==> config.mk <==
export PLATFORM = sky130hd
export DESIGN_NAME = rff_rx_port
export DESIGN_NICKNAME = d
export VERILOG_FILES = /design/src/verilog/rff_pkg.sv /design/src/verilog/rff_rx_port.sv
export SDC_FILE = /design/constraint.sdc
export NUM_CORES = 1
export LEC_CHECK = 0
export BUFFER_PORTS_ARGS = -buffer_cell sky130_fd_sc_hd__buf_2
export CAP_MARGIN = 10
export CORE_AREA = 4 4 132 134
export CTS_BUF_LIST = sky130_fd_sc_hd__clkbuf_8
export CTS_CLUSTER_DIAMETER = 30
export DETAILED_ROUTE_END_ITERATION = 8
export DIE_AREA = 0 0 136 138
export PLACE_DENSITY = 0.71
export REMOVE_ABC_BUFFERS = 1
export SLEW_MARGIN = 25
export SYNTH_ARGS = -nofsm -noshare
export SYNTH_HDL_FRONTEND = slang
export SYNTH_SLANG_ARGS = --single-unit
==> constraint.sdc <==
create_clock -name clk_sys_i -period 3.9 [get_ports clk_sys_i]
set_clock_uncertainty 0.2 [all_clocks]
set_input_delay 0.39 -clock clk_sys_i [delete_from_list [all_inputs] [get_ports clk_sys_i]]
set_output_delay 0.39 -clock clk_sys_i [all_outputs]
set_load 0.05 [all_outputs]
==> src/verilog/rff_pkg.sv <==
// constants shared by the rmii receive frame filter
package rff_pkg;

  // register byte offsets
  localparam logic [7:0] ADDR_CTRL   = 8'h00;
  localparam logic [7:0] ADDR_STATUS = 8'h04;
  localparam logic [7:0] ADDR_MASK   = 8'h08;
  localparam logic [7:0] ADDR_LAST   = 8'h0C;
  localparam logic [7:0] ADDR_GOOD   = 8'h10;

  // control fields
  localparam int CTRL_PORT_EN  = 0;
  localparam int CTRL_HALF_DPX = 1;
  localparam int CTRL_FLOW_EN  = 2;
  localparam int CTRL_SEC_EN   = 3;
  localparam logic [3:0] CTRL_RESET = 4'h1;

  // status / mask fields
  localparam int ST_OK      = 0;
  localparam int ST_LEN_ERR = 1;
  localparam int ST_CRC_ERR = 2;
  localparam int ST_SYM_ERR = 3;
  localparam int ST_FILTER  = 4;
  localparam int ST_FULL    = 5;
  localparam int ST_SECURE  = 6;
  localparam int ST_W       = 7;
  localparam int LAST_BUSY  = 16;

  // frame format
  localparam logic [7:0]  SFD_BYTE    = 8'hD5;  // 10101011, first bit in lsb
  localparam logic [10:0] LEN_MIN     = 11'h040;
  localparam logic [10:0] LEN_MAX     = 11'h600;
  localparam logic [31:0] CRC_INIT    = 32'hFFFFFFFF;
  localparam logic [31:0] CRC_POLY    = 32'hEDB88320;
  localparam logic [31:0] CRC_RESIDUE = 32'hDEBB20E3;
  localparam logic [1:0]  JAM_DIBIT   = 2'h1;
  localparam logic [1:0]  RESP_OKAY   = 2'h0;
  localparam logic [1:0]  RESP_SLVERR = 2'h2;

  typedef enum logic [1:0] {RX_IDLE, RX_HUNT, RX_DATA, RX_LOCK} rff_rx_state_t;

endpackage

==> src/verilog/rff_rx_port.sv <==
// rmii receive port with frame filter, backpressure and axi4-lite registers
// Notes on behaviour
// - carrier sense starts the receive state
// - data arrives as di-bits on reference clock
// - hunt for delimiter 10101011, drop preamble
// - bytes after the delimiter go to buffer
// - frames under 64 or over 1536 dropped
// - bytes beyond 1536 are not stored
// - half-duplex overlong frame blocks tx and rx
// - errored frames are never forwarded
// - destination equal to own port is dropped
// - disabled receiving port drops its frames
// - buffer full discards the incoming frame
// - flow control throttles sender while buffer full
// - security violation dropped when security enabled
// - verdict uses routing, vlan, port state, config
// - tx di-bits launched on reference rising edge
// - rx di-bits captured on reference rising edge
//
// The register addresses and the AXI4-Lite register port were chosen for this implementation.
module rff_rx_port
  import rff_pkg::*;
#(
  parameter logic [2:0] PORT_ID = 3'h5
)
(
  // system
  input  wire logic        clk_sys_i,
  input  wire logic        arst_n_i,
  // rmii pins
  input  wire logic        shared_rmii_ref_clock_i,
  input  wire logic        port5_carrier_sense_i,
  input  wire logic        port5_rx_dibit_hi_i,
  input  wire logic        port5_rx_dibit_lo_i,
  input  wire logic        port5_rx_symbol_err_i,
  output logic             port5_tx_enable_o,
  output logic             port5_tx_dibit_hi_o,
  output logic             port5_tx_dibit_lo_o,
  // frame buffer and lookup
  input  wire logic        buffer_full_i,
  input  wire logic [2:0]  lookup_dest_port_i,
  input  wire logic        lookup_vlan_ok_i,
  input  wire logic        lookup_sec_viol_i,
  output logic [7:0]       buf_data_o,
  output logic             buf_valid_o,
  output logic             buf_sof_o,
  output logic             frame_done_o,
  output logic             frame_accept_o,
  output logic             pause_request_o,
  // axi4-lite slave
  input  wire logic [7:0]  s_axi_awaddr,
  input  wire logic        s_axi_awvalid,
  output logic             s_axi_awready,
  input  wire logic [31:0] s_axi_wdata,
  input  wire logic [3:0]  s_axi_wstrb,
  input  wire logic        s_axi_wvalid,
  output logic             s_axi_wready,
  output logic [1:0]       s_axi_bresp,
  output logic             s_axi_bvalid,
  input  wire logic        s_axi_bready,
  input  wire logic [7:0]  s_axi_araddr,
  input  wire logic        s_axi_arvalid,
  output logic             s_axi_arready,
  output logic [31:0]      s_axi_rdata,
  output logic [1:0]       s_axi_rresp,
  output logic             s_axi_rvalid,
  input  wire logic        s_axi_rready,
  // interrupt
  output logic             irq_o
);

  // ****************************************
  // pin synchronisers and reference edge
  // ****************************************
  logic [4:0] meta_reg;
  logic [4:0] sync_reg;
  logic       ref_d_reg;
  logic       ref_rise;

  // every pin passes two flops; the first is read only by the second
  always_ff @(posedge clk_sys_i or negedge arst_n_i)
  begin
    if (!arst_n_i)
    begin
      meta_reg  <= 5'h00;
      sync_reg  <= 5'h00;
      ref_d_reg <= 1'b0;
    end
    else
    begin
      meta_reg  <= {port5_rx_symbol_err_i, port5_rx_dibit_hi_i, port5_rx_dibit_lo_i,
                    port5_carrier_sense_i, shared_rmii_ref_clock_i};
      sync_reg  <= meta_reg;
      ref_d_reg <= sync_reg[0];
    end
  end

  // data and clock share the same latency, so sampling at the edge stays aligned
  assign ref_rise = sync_reg[0] & ~ref_d_reg;

  logic       crs;
  logic [1:0] dibit;
  logic       sym_err;
  assign crs     = sync_reg[1];
  assign dibit   = sync_reg[3:2];
  assign sym_err = sync_reg[4];

  // ****************************************
  // registers
  // ****************************************
  logic [3:0]      ctrl_reg;
  logic [ST_W-1:0] status_reg;
  logic [ST_W-1:0] mask_reg;
  logic [ST_W-1:0] event_set;
  logic [10:0]     last_len_reg;
  logic [15:0]     good_cnt_reg;

  // ****************************************
  // receive state machine
  // ****************************************
  rff_rx_state_t state_reg;
  logic [7:0]    shift_reg;
  logic [1:0]    phase_reg;
  logic [10:0]   len_reg;
  logic [31:0]   crc_reg;
  logic          sym_seen_reg;
  logic          full_seen_reg;
  logic          end_frame;
  logic [7:0]    new_byte;

  // byte-wise reflected crc
  function automatic logic [31:0] crc_byte(input logic [31:0] c, input logic [7:0] d);
    logic [31:0] r;
    r = c ^ {24'h000000, d};
    for (int i = 0; i < 8; i++)
      r = r[0] ? ((r >> 1) ^ CRC_POLY) : (r >> 1);
    return r;
  endfunction

  assign new_byte  = {dibit, shift_reg[7:2]};
  assign end_frame = ref_rise & ~crs & (state_reg == RX_DATA);

  // frame reception at each reference rising edge
  always_ff @(posedge clk_sys_i or negedge arst_n_i)
  begin
    if (!arst_n_i)
    begin
      state_reg     <= RX_IDLE;
      shift_reg     <= 8'h00;
      phase_reg     <= 2'h0;
      len_reg       <= 11'h000;
      crc_reg       <= CRC_INIT;
      sym_seen_reg  <= 1'b0;
      full_seen_reg <= 1'b0;
    end
    else if (ref_rise)
    begin
      shift_reg <= new_byte;
      case (state_reg)
        RX_IDLE:
        begin
          if (crs)
          begin
            state_reg     <= RX_HUNT;
            sym_seen_reg  <= 1'b0;
            full_seen_reg <= 1'b0;
          end
        end
        RX_HUNT:
        begin
          if (!crs)
            state_reg <= RX_IDLE;
          else if (new_byte == SFD_BYTE)
          begin
            state_reg <= RX_DATA;
            phase_reg <= 2'h0;
            len_reg   <= 11'h000;
            crc_reg   <= CRC_INIT;
          end
        end
        RX_DATA:
        begin
          if (!crs)
            state_reg <= RX_IDLE;
          else
          begin
            phase_reg <= phase_reg + 2'h1;
            if (sym_err)
              sym_seen_reg <= 1'b1;
            if (phase_reg == 2'h3)
            begin
              crc_reg <= crc_byte(crc_reg, new_byte);
              if (len_reg <= LEN_MAX)
                len_reg <= len_reg + 11'h001; // saturates one past the limit
              if (buffer_full_i)
                full_seen_reg <= 1'b1;
              if (len_reg >= LEN_MAX && ctrl_reg[CTRL_HALF_DPX])
                state_reg <= RX_LOCK;
            end
          end
        end
        RX_LOCK:
        begin
          // nothing is taken or sent until the carrier goes away
          if (!crs)
            state_reg <= RX_IDLE;
        end
        default:
          state_reg <= RX_IDLE;
      endcase
    end
  end

  // buffer write: one pulse per byte, never beyond the length limit
  always_ff @(posedge clk_sys_i or negedge arst_n_i)
  begin
    if (!arst_n_i)
    begin
      buf_data_o  <= 8'h00;
      buf_valid_o <= 1'b0;
      buf_sof_o   <= 1'b0;
    end
    else
    begin
      buf_valid_o <= 1'b0;
      buf_sof_o   <= 1'b0;
      if (ref_rise && crs && state_reg == RX_DATA && phase_reg == 2'h3 &&
          len_reg < LEN_MAX && !buffer_full_i)
      begin
        buf_data_o  <= new_byte;
        buf_valid_o <= 1'b1;
        buf_sof_o   <= (len_reg == 11'h000);
      end
    end
  end

  // ****************************************
  // frame verdict
  // ****************************************
  logic len_bad;
  logic crc_bad;
  logic sym_bad;
  logic err_any;
  logic filt;
  logic sec_drop;
  logic accept;

  assign len_bad  = (len_reg < LEN_MIN) || (len_reg > LEN_MAX);
  assign crc_bad  = (crc_reg != CRC_RESIDUE);
  assign sym_bad  = sym_seen_reg || (phase_reg != 2'h0); // dribble counts as symbol error
  assign err_any  = len_bad | crc_bad | sym_bad;
  assign filt     = !ctrl_reg[CTRL_PORT_EN] || (lookup_dest_port_i == PORT_ID) ||
                    !lookup_vlan_ok_i;
  assign sec_drop = ctrl_reg[CTRL_SEC_EN] & lookup_sec_viol_i;
  assign accept   = !err_any && !filt && !sec_drop && !full_seen_reg;

  // the verdict is taken when the carrier falls in the data state
  always_ff @(posedge clk_sys_i or negedge arst_n_i)
  begin
    if (!arst_n_i)
    begin
      frame_done_o   <= 1'b0;
      frame_accept_o <= 1'b0;
      last_len_reg   <= 11'h000;
      good_cnt_reg   <= 16'h0000;
    end
    else
    begin
      frame_done_o <= end_frame;
      if (end_frame)
      begin
        frame_accept_o <= accept;
        last_len_reg   <= len_reg;
        if (accept)
          good_cnt_reg <= good_cnt_reg + 16'h0001;
      end
    end
  end

  always_comb
  begin
    event_set             = '0;
    event_set[ST_OK]      = end_frame & accept;
    event_set[ST_LEN_ERR] = end_frame & len_bad;
    event_set[ST_CRC_ERR] = end_frame & crc_bad;
    event_set[ST_SYM_ERR] = end_frame & sym_bad;
    event_set[ST_FILTER]  = end_frame & filt;
    event_set[ST_FULL]    = end_frame & full_seen_reg;
    event_set[ST_SECURE]  = end_frame & sec_drop;
  end

  // ****************************************
  // backpressure transmit
  // ****************************************
  logic jam_req;
  assign jam_req = ctrl_reg[CTRL_FLOW_EN] & ctrl_reg[CTRL_HALF_DPX] & buffer_full_i &
                   (state_reg != RX_LOCK);

  // jam launched on the reference rising edge; full duplex asks for pause instead
  always_ff @(posedge clk_sys_i or negedge arst_n_i)
  begin
    if (!arst_n_i)
    begin
      port5_tx_enable_o   <= 1'b0;
      port5_tx_dibit_hi_o <= 1'b0;
      port5_tx_dibit_lo_o <= 1'b0;
      pause_request_o     <= 1'b0;
    end
    else
    begin
      pause_request_o <= ctrl_reg[CTRL_FLOW_EN] & ~ctrl_reg[CTRL_HALF_DPX] &
                         buffer_full_i;
      if (ref_rise)
      begin
        port5_tx_enable_o   <= jam_req;
        port5_tx_dibit_hi_o <= jam_req & JAM_DIBIT[1];
        port5_tx_dibit_lo_o <= jam_req & JAM_DIBIT[0];
      end
    end
  end

  // ****************************************
  // axi4-lite slave
  // ****************************************
  logic [7:0]  aw_addr_reg;
  logic [31:0] w_data_reg;
  logic [3:0]  w_strb_reg;
  logic        aw_have_reg;
  logic        w_have_reg;
  logic        wr_go;
  logic        wr_hit;
  logic [31:0] rd_val;
  logic        rd_hit;

  assign wr_go  = aw_have_reg & w_have_reg & ~s_axi_bvalid;
  assign wr_hit = (aw_addr_reg == ADDR_CTRL) || (aw_addr_reg == ADDR_STATUS) ||
                  (aw_addr_reg == ADDR_MASK);

  // address and data are taken in either order, one write at a time
  always_ff @(posedge clk_sys_i or negedge arst_n_i)
  begin
    if (!arst_n_i)
    begin
      aw_addr_reg   <= 8'h00;
      w_data_reg    <= 32'h00000000;
      w_strb_reg    <= 4'h0;
      aw_have_reg   <= 1'b0;
      w_have_reg    <= 1'b0;
      s_axi_awready <= 1'b0;
      s_axi_wready  <= 1'b0;
      s_axi_bvalid  <= 1'b0;
      s_axi_bresp   <= RESP_OKAY;
    end
    else
    begin
      s_axi_awready <= ~aw_have_reg & ~s_axi_awready & s_axi_awvalid;
      s_axi_wready  <= ~w_have_reg & ~s_axi_wready & s_axi_wvalid;
      if (s_axi_awvalid && s_axi_awready)
      begin
        aw_addr_reg <= s_axi_awaddr;
        aw_have_reg <= 1'b1;
      end
      if (s_axi_wvalid && s_axi_wready)
      begin
        w_data_reg <= s_axi_wdata;
        w_strb_reg <= s_axi_wstrb;
        w_have_reg <= 1'b1;
      end
      if (wr_go)
      begin
        aw_have_reg  <= 1'b0;
        w_have_reg   <= 1'b0;
        s_axi_bvalid <= 1'b1;
        s_axi_bresp  <= wr_hit ? RESP_OKAY : RESP_SLVERR;
      end
      else if (s_axi_bready)
        s_axi_bvalid <= 1'b0;
    end
  end

  // control and mask live in byte lane 0; status bits clear on writing one
  always_ff @(posedge clk_sys_i or negedge arst_n_i)
  begin
    if (!arst_n_i)
    begin
      ctrl_reg   <= CTRL_RESET;
      mask_reg   <= '0;
      status_reg <= '0;
    end
    else
    begin
      if (wr_go && w_strb_reg[0] && aw_addr_reg == ADDR_CTRL)
        ctrl_reg <= w_data_reg[3:0];
      if (wr_go && w_strb_reg[0] && aw_addr_reg == ADDR_MASK)
        mask_reg <= w_data_reg[ST_W-1:0];
      // a new event wins over a clear in the same cycle
      if (wr_go && w_strb_reg[0] && aw_addr_reg == ADDR_STATUS)
        status_reg <= (status_reg & ~w_data_reg[ST_W-1:0]) | event_set;
      else
        status_reg <= status_reg | event_set;
    end
  end

  always_comb
  begin
    rd_val = 32'h00000000;
    rd_hit = 1'b1;
    case (s_axi_araddr)
      ADDR_CTRL:   rd_val[3:0] = ctrl_reg;
      ADDR_STATUS: rd_val[ST_W-1:0] = status_reg;
      ADDR_MASK:   rd_val[ST_W-1:0] = mask_reg;
      ADDR_LAST:
      begin
        rd_val[10:0]      = last_len_reg;
        rd_val[LAST_BUSY] = (state_reg != RX_IDLE);
      end
      ADDR_GOOD:   rd_val[15:0] = good_cnt_reg;
      default:     rd_hit = 1'b0;
    endcase
  end

  // reads answer the cycle after the address is taken
  always_ff @(posedge clk_sys_i or negedge arst_n_i)
  begin
    if (!arst_n_i)
    begin
      s_axi_arready <= 1'b0;
      s_axi_rvalid  <= 1'b0;
      s_axi_rdata   <= 32'h00000000;
      s_axi_rresp   <= RESP_OKAY;
    end
    else
    begin
      s_axi_arready <= ~s_axi_arready & ~s_axi_rvalid & s_axi_arvalid;
      if (s_axi_arvalid && s_axi_arready)
      begin
        s_axi_rvalid <= 1'b1;
        s_axi_rdata  <= rd_val;
        s_axi_rresp  <= rd_hit ? RESP_OKAY : RESP_SLVERR;
      end
      else if (s_axi_rready)
        s_axi_rvalid <= 1'b0;
    end
  end

  // level interrupt while any unmasked status bit is set
  always_ff @(posedge clk_sys_i or negedge arst_n_i)
  begin
    if (!arst_n_i)
      irq_o <= 1'b0;
    else
      irq_o <= |(status_reg & mask_reg);
  end

endmodule

# After elaboration in Yosys (flattened, before gate mapping)
# Index checks and enable logic that the tools add are counted.
# word_totals
register_bits	172
latch_bits	0
mem_bits_rw	0
mem_bits_ro	0
in_bits	70
out_inout_bits	58
elab_cells	228
mem_count	0
# op_classes
add_sub_neg	3
n_mul	0
n_div	0
order_cmp	5
eq_ne	26
n_shift	0
n_mux	58
bitwise_logic	50
reduce_logical	50
# op_table
op	count
32-bit two-way mux	12
13-bit NOT with 14-bit output	8
32-bit one-hot mux with 2 select lines	1
11-bit two-way mux	5
32-bit != test (second input constant)	1
32-bit by 8-bit XOR with 32-bit output	1
1-bit AND	24
8-bit by 4-bit equality test with 1-bit output (second input constant)	3
2-bit two-way mux	12
11-bit one-hot mux with 2 select lines	1
4-bit one-hot mux with 5 select lines	1
1-bit two-way mux	18
6-bit AND reduction	3
16-bit by 1-bit adder with 16-bit output (second input constant)	1
8-bit by 3-bit equality test with 1-bit output (second input constant)	2
1-bit logical AND	16
8-bit zero test	2
2-bit != test (second input constant)	8
2-bit nonzero test	8
7-bit AND	2
7-bit bitwise OR	2
3-bit one-hot mux with 4 select lines	1
11-bit by 1-bit adder with 11-bit output (second input constant)	1
11-bit >= comparator (second input constant)	1
31 further kinds	58

# Logic depth before layout (Yosys ltp)
# Gate-level depths: netlist (run 1).
# logic_depth
ltp_word	20
ltp_mapped	9
ltp_nobuf	7

# Worst setup path after synthesis (run 1)
# No wires, ideal clock.
# synth_timing
path_kind	register -> register
startpoint	register crc_reg[17]
endpoint	register good_cnt_reg[13]
setup_ps	79
t_arrival_ps	2019
required_ps	3621
slack_ps	1601
path_stages_with_launch	8
path_buffers	1
synth_period_minus_slack_ps	2299
cell_sequence	dfstp_2 or4bb_1 nor4_1 and3_1 nand4_1 buf_6 nor3_1 xor2_1
# synth_via
elab_chain_len	8
# synth_lines
item	line_no	source
from (decl)	rff_rx_port.sv:125	logic [31:0] crc_reg;
from (signal assigned)	rff_rx_port.sv:192	crc_reg <= crc_byte(crc_reg, new_byte);
32-bit != test	rff_rx_port.sv:249	assign crc_bad = (crc_reg != CRC_RESIDUE);
1-bit bitwise OR (2 in series)	rff_rx_port.sv:251	assign err_any = len_bad | crc_bad | sym_bad;
1-bit zero test	rff_rx_port.sv:255	assign accept = !err_any && !filt && !sec_drop && !full_seen_reg;
1-bit logical AND (3 in series)	rff_rx_port.sv:255	
2-bit AND reduction (no source line)	-	
to (signal assigned)	rff_rx_port.sv:275	good_cnt_reg <= good_cnt_reg + 16'h0001;
to (decl)	rff_rx_port.sv:116	logic [15:0] good_cnt_reg;
# Every way passes these cells.
# A chain may end at the register's enable or synchronous reset.

# Worst setup path in the final report (run 1)
# layout_timing
startpoint	register state_reg[0]
endpoint	register good_cnt_reg[6]
# layout_via
elab_chain_len	3
# layout_lines
item	line_no	source
from (decl)	rff_rx_port.sv:121	rff_rx_state_t state_reg;
from (signal assigned)	rff_rx_port.sv:148	state_reg <= RX_IDLE;
from (signal assigned)	rff_rx_port.sv:164	state_reg <= RX_HUNT;
from (signal assigned)	rff_rx_port.sv:172	state_reg <= RX_IDLE;
2-bit equality test	rff_rx_port.sv:141	assign end_frame = ref_rise & ~crs & (state_reg == RX_DATA);
1-bit AND	rff_rx_port.sv:141	
2-bit AND reduction (no source line)	-	
# Every way passes these cells.

==> results_dict.tcl, run 1 <==
set metrics [dict create \
    final-seq-area_um2 4250 \
    die_h_um 138 \
    worst_slack_ns 0.894 \
    clkTransAtPathRegs_ns 0.09 \
    final_common_cell "dfrtp_1" \
    grt_usage_pct 19.7 \
    rows 47 \
    antenna_left 0 \
    via_count 5810 \
    hp-class "in2reg" \
    worst_pin_slew_ns 0.968 \
    grt_setup_unrepaired "no" \
    syn_area_um2 7970 \
    numCtsBuffers 17 \
    final_cell_area_um2 9230 \
    clock-sinks 168 \
    p_clk_share_pct 29.0 \
    largest_reg_flops 32 \
    arrival_ns 3.19 \
    place_congestion 0.902 \
    hold_viol 0 \
    async_flop_share_pct 100 \
    clock-root-buffer "clkbuf_8" \
    diodes 0 \
    setup.worst_path.class "reg2reg" \
    htree_levels 4 \
    syn_inst 744 \
    p_seq_share_pct 47.9 \
    wl_per_cell_um 16.3 \
    cts_setup_buffers 0 \
    grt_max_degree 107 \
    drtIter0Drc 370 \
    cts_resized 0 \
    clockBufferDepth 2 \
    layout_common_cells "dfrtp_1, nand2_1, buf_2, nor2_1, xnor2_1" \
    route.detailed.drc 0 \
    crit_path_end_kind "register" \
    insertion_delay_ns 0.47 \
    ys_ff_latch 168 \
    internal-power_w 0.00295 \
    start_util_pct 49.0 \
    post-place-ws_ns 0.883 \
    io_pins 128 \
    crit_fanout 13 \
    ir_drop_uv 215 \
    grt_pass1_wl_um 29500 \
    synth-main-ff-cell "dfrtp_1" \
    first_pass_iters 7 \
    layout.nets 926 \
    multi_input_comb_area_um2 3500 \
    post_dp_cell_area_um2 8550 \
    maxSlewHeadroom_pct 35.3 \
    r2r_cells 7 \
    cts_tree "built" \
    fmax_mhz 333 \
    tns_ns 0 \
    port_buffers 81 \
    power_density_nw_per_um2 472 \
    syn_to_final_growth_pct 15.8 \
    yosys_warnings 0 \
    swShare_pct 32.4 \
    antenna_found_initial 0 \
    viasPerCell 5.36 \
    drive_gt1_share_pct 23.7 \
    synth_top_area_cell "dfrtp_1" \
    outcome "finished, final reports clean" \
    synth_edf_count 0 \
    grt_pass1_vias 5770 \
    power_frac_comb_pct 23.1 \
    synthTopCellsByArea "dfrtp_1, dfstp_2, xnor2_1, mux2_2, nand2_1" \
    critPathLaunchType "register" \
    p_leak_nw 4.27 \
    period_needed_ns 3.01 \
    crit_required_ns 4.09 \
    final.period_utilization_pct 77.1 \
    yosysUniqueCellTypes 58 \
    design.core.area_um2 16300 \
    wirelength_um 17700 \
    fin_util_pct 56.7 \
    overflow 0 \
    n_fill_cell 1425 \
    yosysTopAreaCellShare_pct 42.4 \
    drv_slew 0 \
    die_x_um 136 \
    dpl.hpwl_um 12200 \
    finalSetupViolations 0 \
    seq_area_frac_synth_pct 53.2 \
    switchingPower_w 0.00141 \
    hold_depth 3 \
    drv_cap 0 \
    syn_avg_cell_area_um2 10.7 \
    dieArea_um2 18800 \
]
==> routing by layer <==
| layer | up-vias | share of wire, % | GRT usage, % |
|---|---|---|---|
| met5 | - | 0 | 0 |
| met4 | 0 | 1.6 | 5.46 |
| met3 | 31 | 5.0 | 4.25 |
| met2 | 160 | 49 | 32.0 |
| met1 | 2856 | 44 | 26.8 |
| li1 | 2763 | - | - |
==> synthesized netlist by cell type (all sizes together), types with 2 or more instances <==
cell	count
nor2b	3
mux2i	4
nor2	62
dfrtp	135
o21ai	12
a22oi	2
clkbuf	19
buf	27
o211ai	5
xnor2	59
dfstp	33
nand2b	3
ha	5
or4	3
xor2	37
nor3	40
nor3b	5
and2	3
a21oi	37
inv	12
and3	6
nand3	18
nor4	6
and4b	3
a31oi	5
a222oi	8
nand3b	2
nand2	104
a32o	2
a221oi	5
nand4b	4
a22o	5
o21a	4
nor4b	5
mux2	37
nand4	11
==> final timing paths <==
check,slack [ns],startpoint,end
min in group asynchronous,0.36,arst_n_i,s_axi_arready
max in group asynchronous,2.27,arst_n_i,crc_reg[3]
min reg2reg,0.16,meta_reg[0],sync_reg[0]
min,0.05,buffer_full_i,full_seen_reg
max,0.89,state_reg[0],good_cnt_reg[6]
max reg2reg,0.89,state_reg[0],good_cnt_reg[6]
==> power groups by stage <==
stage | Sequential [W] | Clock (W) | Combinational, W
final | 0.00209 | 0.00126 | 0.00101
after global routing | 0.00211 | 0.00138 | 0.00109
after CTS | 0.00208 | 0.00129 | 0.00101
after detailed placement | 0.00212 | 0 | 0.000985
after global placement | 0.00211 | 0 | 0.000970
after floorplan | 0.00224 | 0 | 0.000610
==> worst max-delay path, cell delays in order (launching register included) <==
cell and delay [ns]:
dfrtp_1 0.52, nor2b_1 0.37, nand3_1 0.17, inv_1 0.38
and4_1 0.30, nand4_1 0.42, nor3_1 0.38, xor2_1 0.19
==> cells by family (layout without fill, tap and decap cells) <==
| kind of cell | after synthesis | after routing | synth area share (%) |
|---|---|---|---|
| XOR/XNOR | 96 | 96 | 11.7 |
| flip-flops | 168 | 168 | 53.2 |
| other | 1 | 18 | 0.0470 |
| AND/OR/NAND/NOR | 285 | 285 | 17.3 |
| buffers and inverters | 58 | 161 | 3.81 |
| adder cells (fa/ha/maj) | 5 | 5 | 0.785 |
| multiplexers | 41 | 41 | 5.73 |
| AO/OA/AOI/OAI | 90 | 90 | 7.39 |
==> final cells by class <==
type | instances | share of cell area (%)
Tap cell | 220 | 2.98
Clock buffer | 19 | 2.83
Clock inverter | 13 | 1.56
Inverter | 12 | 0.488
Sequential cell | 168 | 46.0
Timing Repair Buffer | 117 | 8.31
Multi-Input combinational cell | 535 | 37.9
==> per-stage QoR <==
step | std cells | hold WS, ns | total power, W
floorplan | 715 | -0.106 | 0.00285
global placement | 1024 | 0.132 | 0.00308
detailed placement | 1024 | 0.139 | 0.00310
CTS | 1084 | 0.0268 | 0.00439
global route | 1084 | 0.0350 | 0.00458
finish | 1084 | 0.0482 | 0.00436
==> timing repair <==
item                       in CTS  in global routing
hold endpoints to repair      119                  0
setup endpoints to repair       0                  0
hold buffers                   28                  0
Power figures use the tool's default switching activity.
==> inputs of run 2 (changes only) <==
- PLACE_DENSITY: 0.71 -> 0.73
- clock period: 3.9 -> 2.4 ns (I/O delays scaled with it)
==> results_dict.tcl, run 2 (synthesized netlist as in run 1, its figures left out) <==
set metrics [dict create \
    arrival_ns 2.64 \
    grt_usage_pct 20.3 \
    critPathTopFamily "simple AND/OR/NAND/NOR gates" \
    fin_util_pct 60.0 \
    route.detailed.drc 0 \
    final.period_utilization_pct 102 \
    antenna_left 0 \
    power_frac_comb_pct 23.4 \
    htree_levels 4 \
    dpl.hpwl_um 12900 \
    critPathLaunchType "register" \
    layout.nets 979 \
    rows 47 \
    p_total_w 0.00742 \
    place_congestion 0.893 \
    wl_per_cell_um 16.4 \
    viasPerCell 5.28 \
    finalSetupViolations 6 \
    crit_required_ns 2.59 \
    slowest_stage "dfstp_2" \
    grt_max_degree 52 \
    drv_cap 0 \
    grt_setup_unrepaired "yes" \
    first_pass_iters 8 \
    die_x_um 136 \
    antenna_found_initial 0 \
    multi_input_comb_area_um2 3530 \
    n_fill_cell 1350 \
    numCtsBuffers 17 \
    crit_path_end_kind "register" \
    power_density_nw_per_um2 760 \
    layout_common_cells "dfrtp_1, nand2_1, buf_2, nor2_1, xnor2_1" \
    insertion_delay_ns 0.47 \
    clockBufferDepth 2 \
    worst_slack_ns -0.0486 \
    fmax_mhz 408 \
    hold_viol 0 \
    ir_drop_uv 700 \
    hp-class "in2async" \
    port_buffers 81 \
    maxSlewHeadroom_pct 62.2 \
    drive_gt1_share_pct 28.2 \
    wirelength_um 18600 \
    grt_pass1_wl_um 30400 \
    die_h_um 138 \
    crit_fanout 11 \
    instances_no_fill 1137 \
    drtIter0Drc 433 \
    start_util_pct 49.0 \
    largest_reg_flops 32 \
    design.core.area_um2 16300 \
    io_pins 128 \
    dp.cells 1070 \
    p_clk_share_pct 31.0 \
    clock-root-buffer "clkbuf_8" \
    crit_buf_inv 1 \
    grt_pass1_vias 5922 \
    period_needed_ns 2.45 \
    setup.worst_path.class "reg2reg" \
    final_common_cell "dfrtp_1" \
    cts_tree "built" \
    diodes 0 \
    post_dp_cell_area_um2 8920 \
    p_seq_share_pct 45.6 \
    switchingPower_w 0.00228 \
    slowest_delay_ns 0.53 \
    swShare_pct 30.7 \
    final_cell_area_um2 9770 \
    internal-power_w 0.00514 \
    worst_pin_slew_ns 0.562 \
    clkTransAtPathRegs_ns 0.09 \
    p_leak_nw 4.57 \
    final-seq-area_um2 4250 \
    outcome "finished with violations" \
    syn_to_final_growth_pct 22.6 \
    dieArea_um2 18800 \
    cp_cell_sequence "or4bb_1, nor4_1, and3_1, nand4_1, buf_6, nor3_2, xor2_1" \
    overflow 0 \
    clock-sinks 168 \
    via_count 6001 \
    violations "setup timing" \
    drv_slew 0 \
]
-- run 2: per-stage QoR --
stage	worst slack, ns	hold WS [ns]	TNS, ns
floorplan	-1.65	-0.256	-59.72
global placement	-0.0152	-0.00577	-0.0545
detailed placement	-0.0447	0.00913	-0.216
CTS	-0.0537	0.0541	-0.279
global route	-0.231	0.0848	-1.84
finish	-0.0486	0.0683	-0.146
-- run 2: final cells by class --
type,instances,share of cell area (%)
Sequential cell,168,43.4
Multi-Input combinational cell,535,36.1
Timing Repair Buffer,170,12.3
Clock buffer,22,3.10
Tap cell,220,2.82
Clock inverter,10,1.70
Inverter,12,0.461
-- run 2: path summary, 6_finish.rpt --
check	start	endpoint	slack [ns]	depth (start not counted)
worst max-delay path	crc_reg[17]	good_cnt_reg[15]	-0.05	7
worst min-delay path	arst_n_i	s_axi_rdata[12]	0.07	2
worst max register to register	crc_reg[17]	good_cnt_reg[15]	-0.05	7
worst min register to register	meta_reg[0]	sync_reg[0]	0.15	0
max in group asynchronous	arst_n_i	mask_reg[5]	1.18	3
min in group clk_sys_i	meta_reg[0]	sync_reg[0]	0.15	0
-- run 2: repair_timing --
action                                  4_1_cts  5_1_grt
buffers inserted                              1        0
pin swaps                                     1        2
endpoints found under the setup margin        8       17
resized for setup                             5        3
cloned                                        0        0
hold endpoints to repair                    187        0
hold buffers                                 34        0
-- run 2: layer usage --
metal | vias to the layer above | track usage [%] | routed length (µm)
met5 | - | 0 | 0
met4 | 0 | 5.62 | 254
met3 | 21 | 4.43 | 1070
met2 | 185 | 33.1 | 9310
met1 | 2926 | 27.4 | 7980
li1 | 2869 | - | -
-- run 2: power groups by stage --
stage,clock network [W],registers [W],logic (W)
2_1_floorplan,0,0.00363,0.000991
3_3_place_gp,0,0.00343,0.00166
3_5_place_dp,0,0.00344,0.00169
4_1_cts,0.00236,0.00338,0.00174
5_1_grt,0.00248,0.00343,0.00188
6_report,0.00230,0.00339,0.00173
==> inputs of run 3 (changes only) <==
- GPL_TIMING_DRIVEN: not set -> 0
- PLACE_DENSITY: 0.73 -> 0.71
- clock period: 2.4 -> 2.95 ns (I/O delays scaled with it)
==> results_dict.tcl, run 3 (synthesized netlist as in run 1, its figures left out) <==
set metrics [dict create \
    p_leak_nw 4.31 \
    period_needed_ns 2.79 \
    setup.worst_path.class "reg2reg" \
    clock-root-buffer "clkbuf_8" \
    insertion_delay_ns 0.46 \
    finalSetupViolations 0 \
    layout_common_cells "dfrtp_1, nand2_1, buf_2, nor2_1, xnor2_1" \
    clkTransAtPathRegs_ns 0.09 \
    via_count 5763 \
    route.detailed.drc 0 \
    power_density_nw_per_um2 607 \
    grt_pass1_wl_um 29200 \
    fin_util_pct 57.5 \
    slowest_stage "nor4_1" \
    start_util_pct 49.0 \
    cts_tree "built" \
    wl_met1_um 7610 \
    outcome "finished, final reports clean" \
    design.core.area_um2 16300 \
    wl_met3_um 708 \
    grt_max_degree 90 \
    final_common_cell "dfrtp_1" \
    antenna_found_initial 0 \
    arrival_ns 2.96 \
    hp-start "meta_reg[1]" \
    clockBufferDepth 2 \
    wl_per_cell_um 16.0 \
    routed-wl-met2_um 8780 \
    io_pins 128 \
    diodes 0 \
    ir_drop_uv 293 \
    critPathLaunchType "register" \
    critPathLaunch "len_reg[5]" \
    dpl.hpwl_um 12400 \
    grt_usage_pct 19.5 \
    dp.cells 1021 \
    maxSlewHeadroom_pct 39.0 \
    htree_levels 4 \
    timing.hold.ws_ns 0.154 \
    first_pass_iters 5 \
    worst_pin_slew_ns 0.908 \
    hold_viol 0 \
    slowest_delay_ns 0.48 \
    n_fill_cell 1393 \
    fmax_mhz 359 \
    numCtsBuffers 17 \
    port_buffers 81 \
    antenna_left 0 \
    rows 47 \
    final.period_utilization_pct 94.4 \
    cp_cell_sequence "nor4_1, a41oi_1, a21oi_1, nand3b_1, nor4_2, xor2_1" \
    die_x_um 136 \
    drv_cap 0 \
    crit_required_ns 3.13 \
    syn_to_final_growth_pct 17.5 \
    wirelength_um 17500 \
    instances_no_fill 1094 \
    die_h_um 138 \
    hp-class "reg2reg" \
    top_layer "met4" \
    clock-sinks 168 \
    overflow 0 \
    drv_slew 0 \
    grt_pass1_vias 5825 \
    largest_reg_flops 32 \
    dieArea_um2 18800 \
    rr_startpoint "len_reg[5]" \
    drtIter0Drc 397 \
    place_congestion 0.846 \
    grt_setup_unrepaired "no" \
    worst-r2r-setup-slack_ns 0.16 \
    viasPerCell 5.27 \
    drive_gt1_share_pct 24.4 \
    layout.nets 936 \
    crit_fanout 6 \
    crit_path_end_kind "register" \
]
-- run 3: cell type report --
class	instances	area [µm²]	share of cell area, %
timing repair buffer	127	883	9.43
inverter	12	48.8	0.521
clock buffer	18	248	2.64
multi-input combinational	535	3530	37.7
tap	220	275	2.94
sequential	168	4250	45.3
clock inverter	14	135	1.44
-- run 3: through the flow --
| stage | setup WS (ns) | power (W) | cell area [µm²] | TNS [ns] |
|---|---|---|---|---|
| 2_1_floorplan | -1.10 | 0.00376 | 7780 | -26.93 |
| 3_3_place_gp | -2.61 | 0.00407 | 8460 | -287.52 |
| 3_5_place_dp | -0.879 | 0.00410 | 8560 | -16.06 |
| 4_1_cts | 0.0390 | 0.00574 | 9330 | 0 |
| 5_1_grt | 0.00759 | 0.00598 | 9370 | 0 |
| 6_report | 0.164 | 0.00569 | 9370 | 0 |
-- run 3: worst paths after layout --
| kind | to | cells after the start |
|---|---|---|
| setup / recovery | good_cnt_reg[10] | 6 |
| max in group asynchronous | crc_reg[15] | 3 |
| setup reg to reg | good_cnt_reg[10] | 6 |
| hold / removal | sync_reg[1] | 0 |
| min in group asynchronous | s_axi_arready | 2 |
| hold reg to reg | sync_reg[1] | 0 |
-- run 3: per-layer routing --
layer  track usage, %  up-vias
met5                0        -
met4             7.37        0
met3             3.82       34
met2             32.6      130
met1             25.0     2824
li1                 -     2775
-- run 3: critical path, delay by kind of cell, from the launching register on --
kind                      cells  cell delay, ns
xor gates and xnor gates      1            0.18
and+or+nand+nor               3            1.28
AOI/OAI and AO/OA             2            0.61
DFF                           1            0.44
-- run 3: what timing repair did --
item / 4_1_cts / 5_1_grt
buffers inserted: 3 / 5
pin swaps: 2 / 1
setup endpoints to repair: 39 / 16
hold buffers: 33 / 0
resized for setup: 8 / 1
endpoints found under the hold margin: 113 / 0
-- run 3: report_power, final --
part / total (W) / internal (W) / switching [W]
registers: 0.00276 / 0.00255 / 0.000208
clock network: 0.00159 / 0.000764 / 0.000823
logic: 0.00134 / 0.000540 / 0.000800
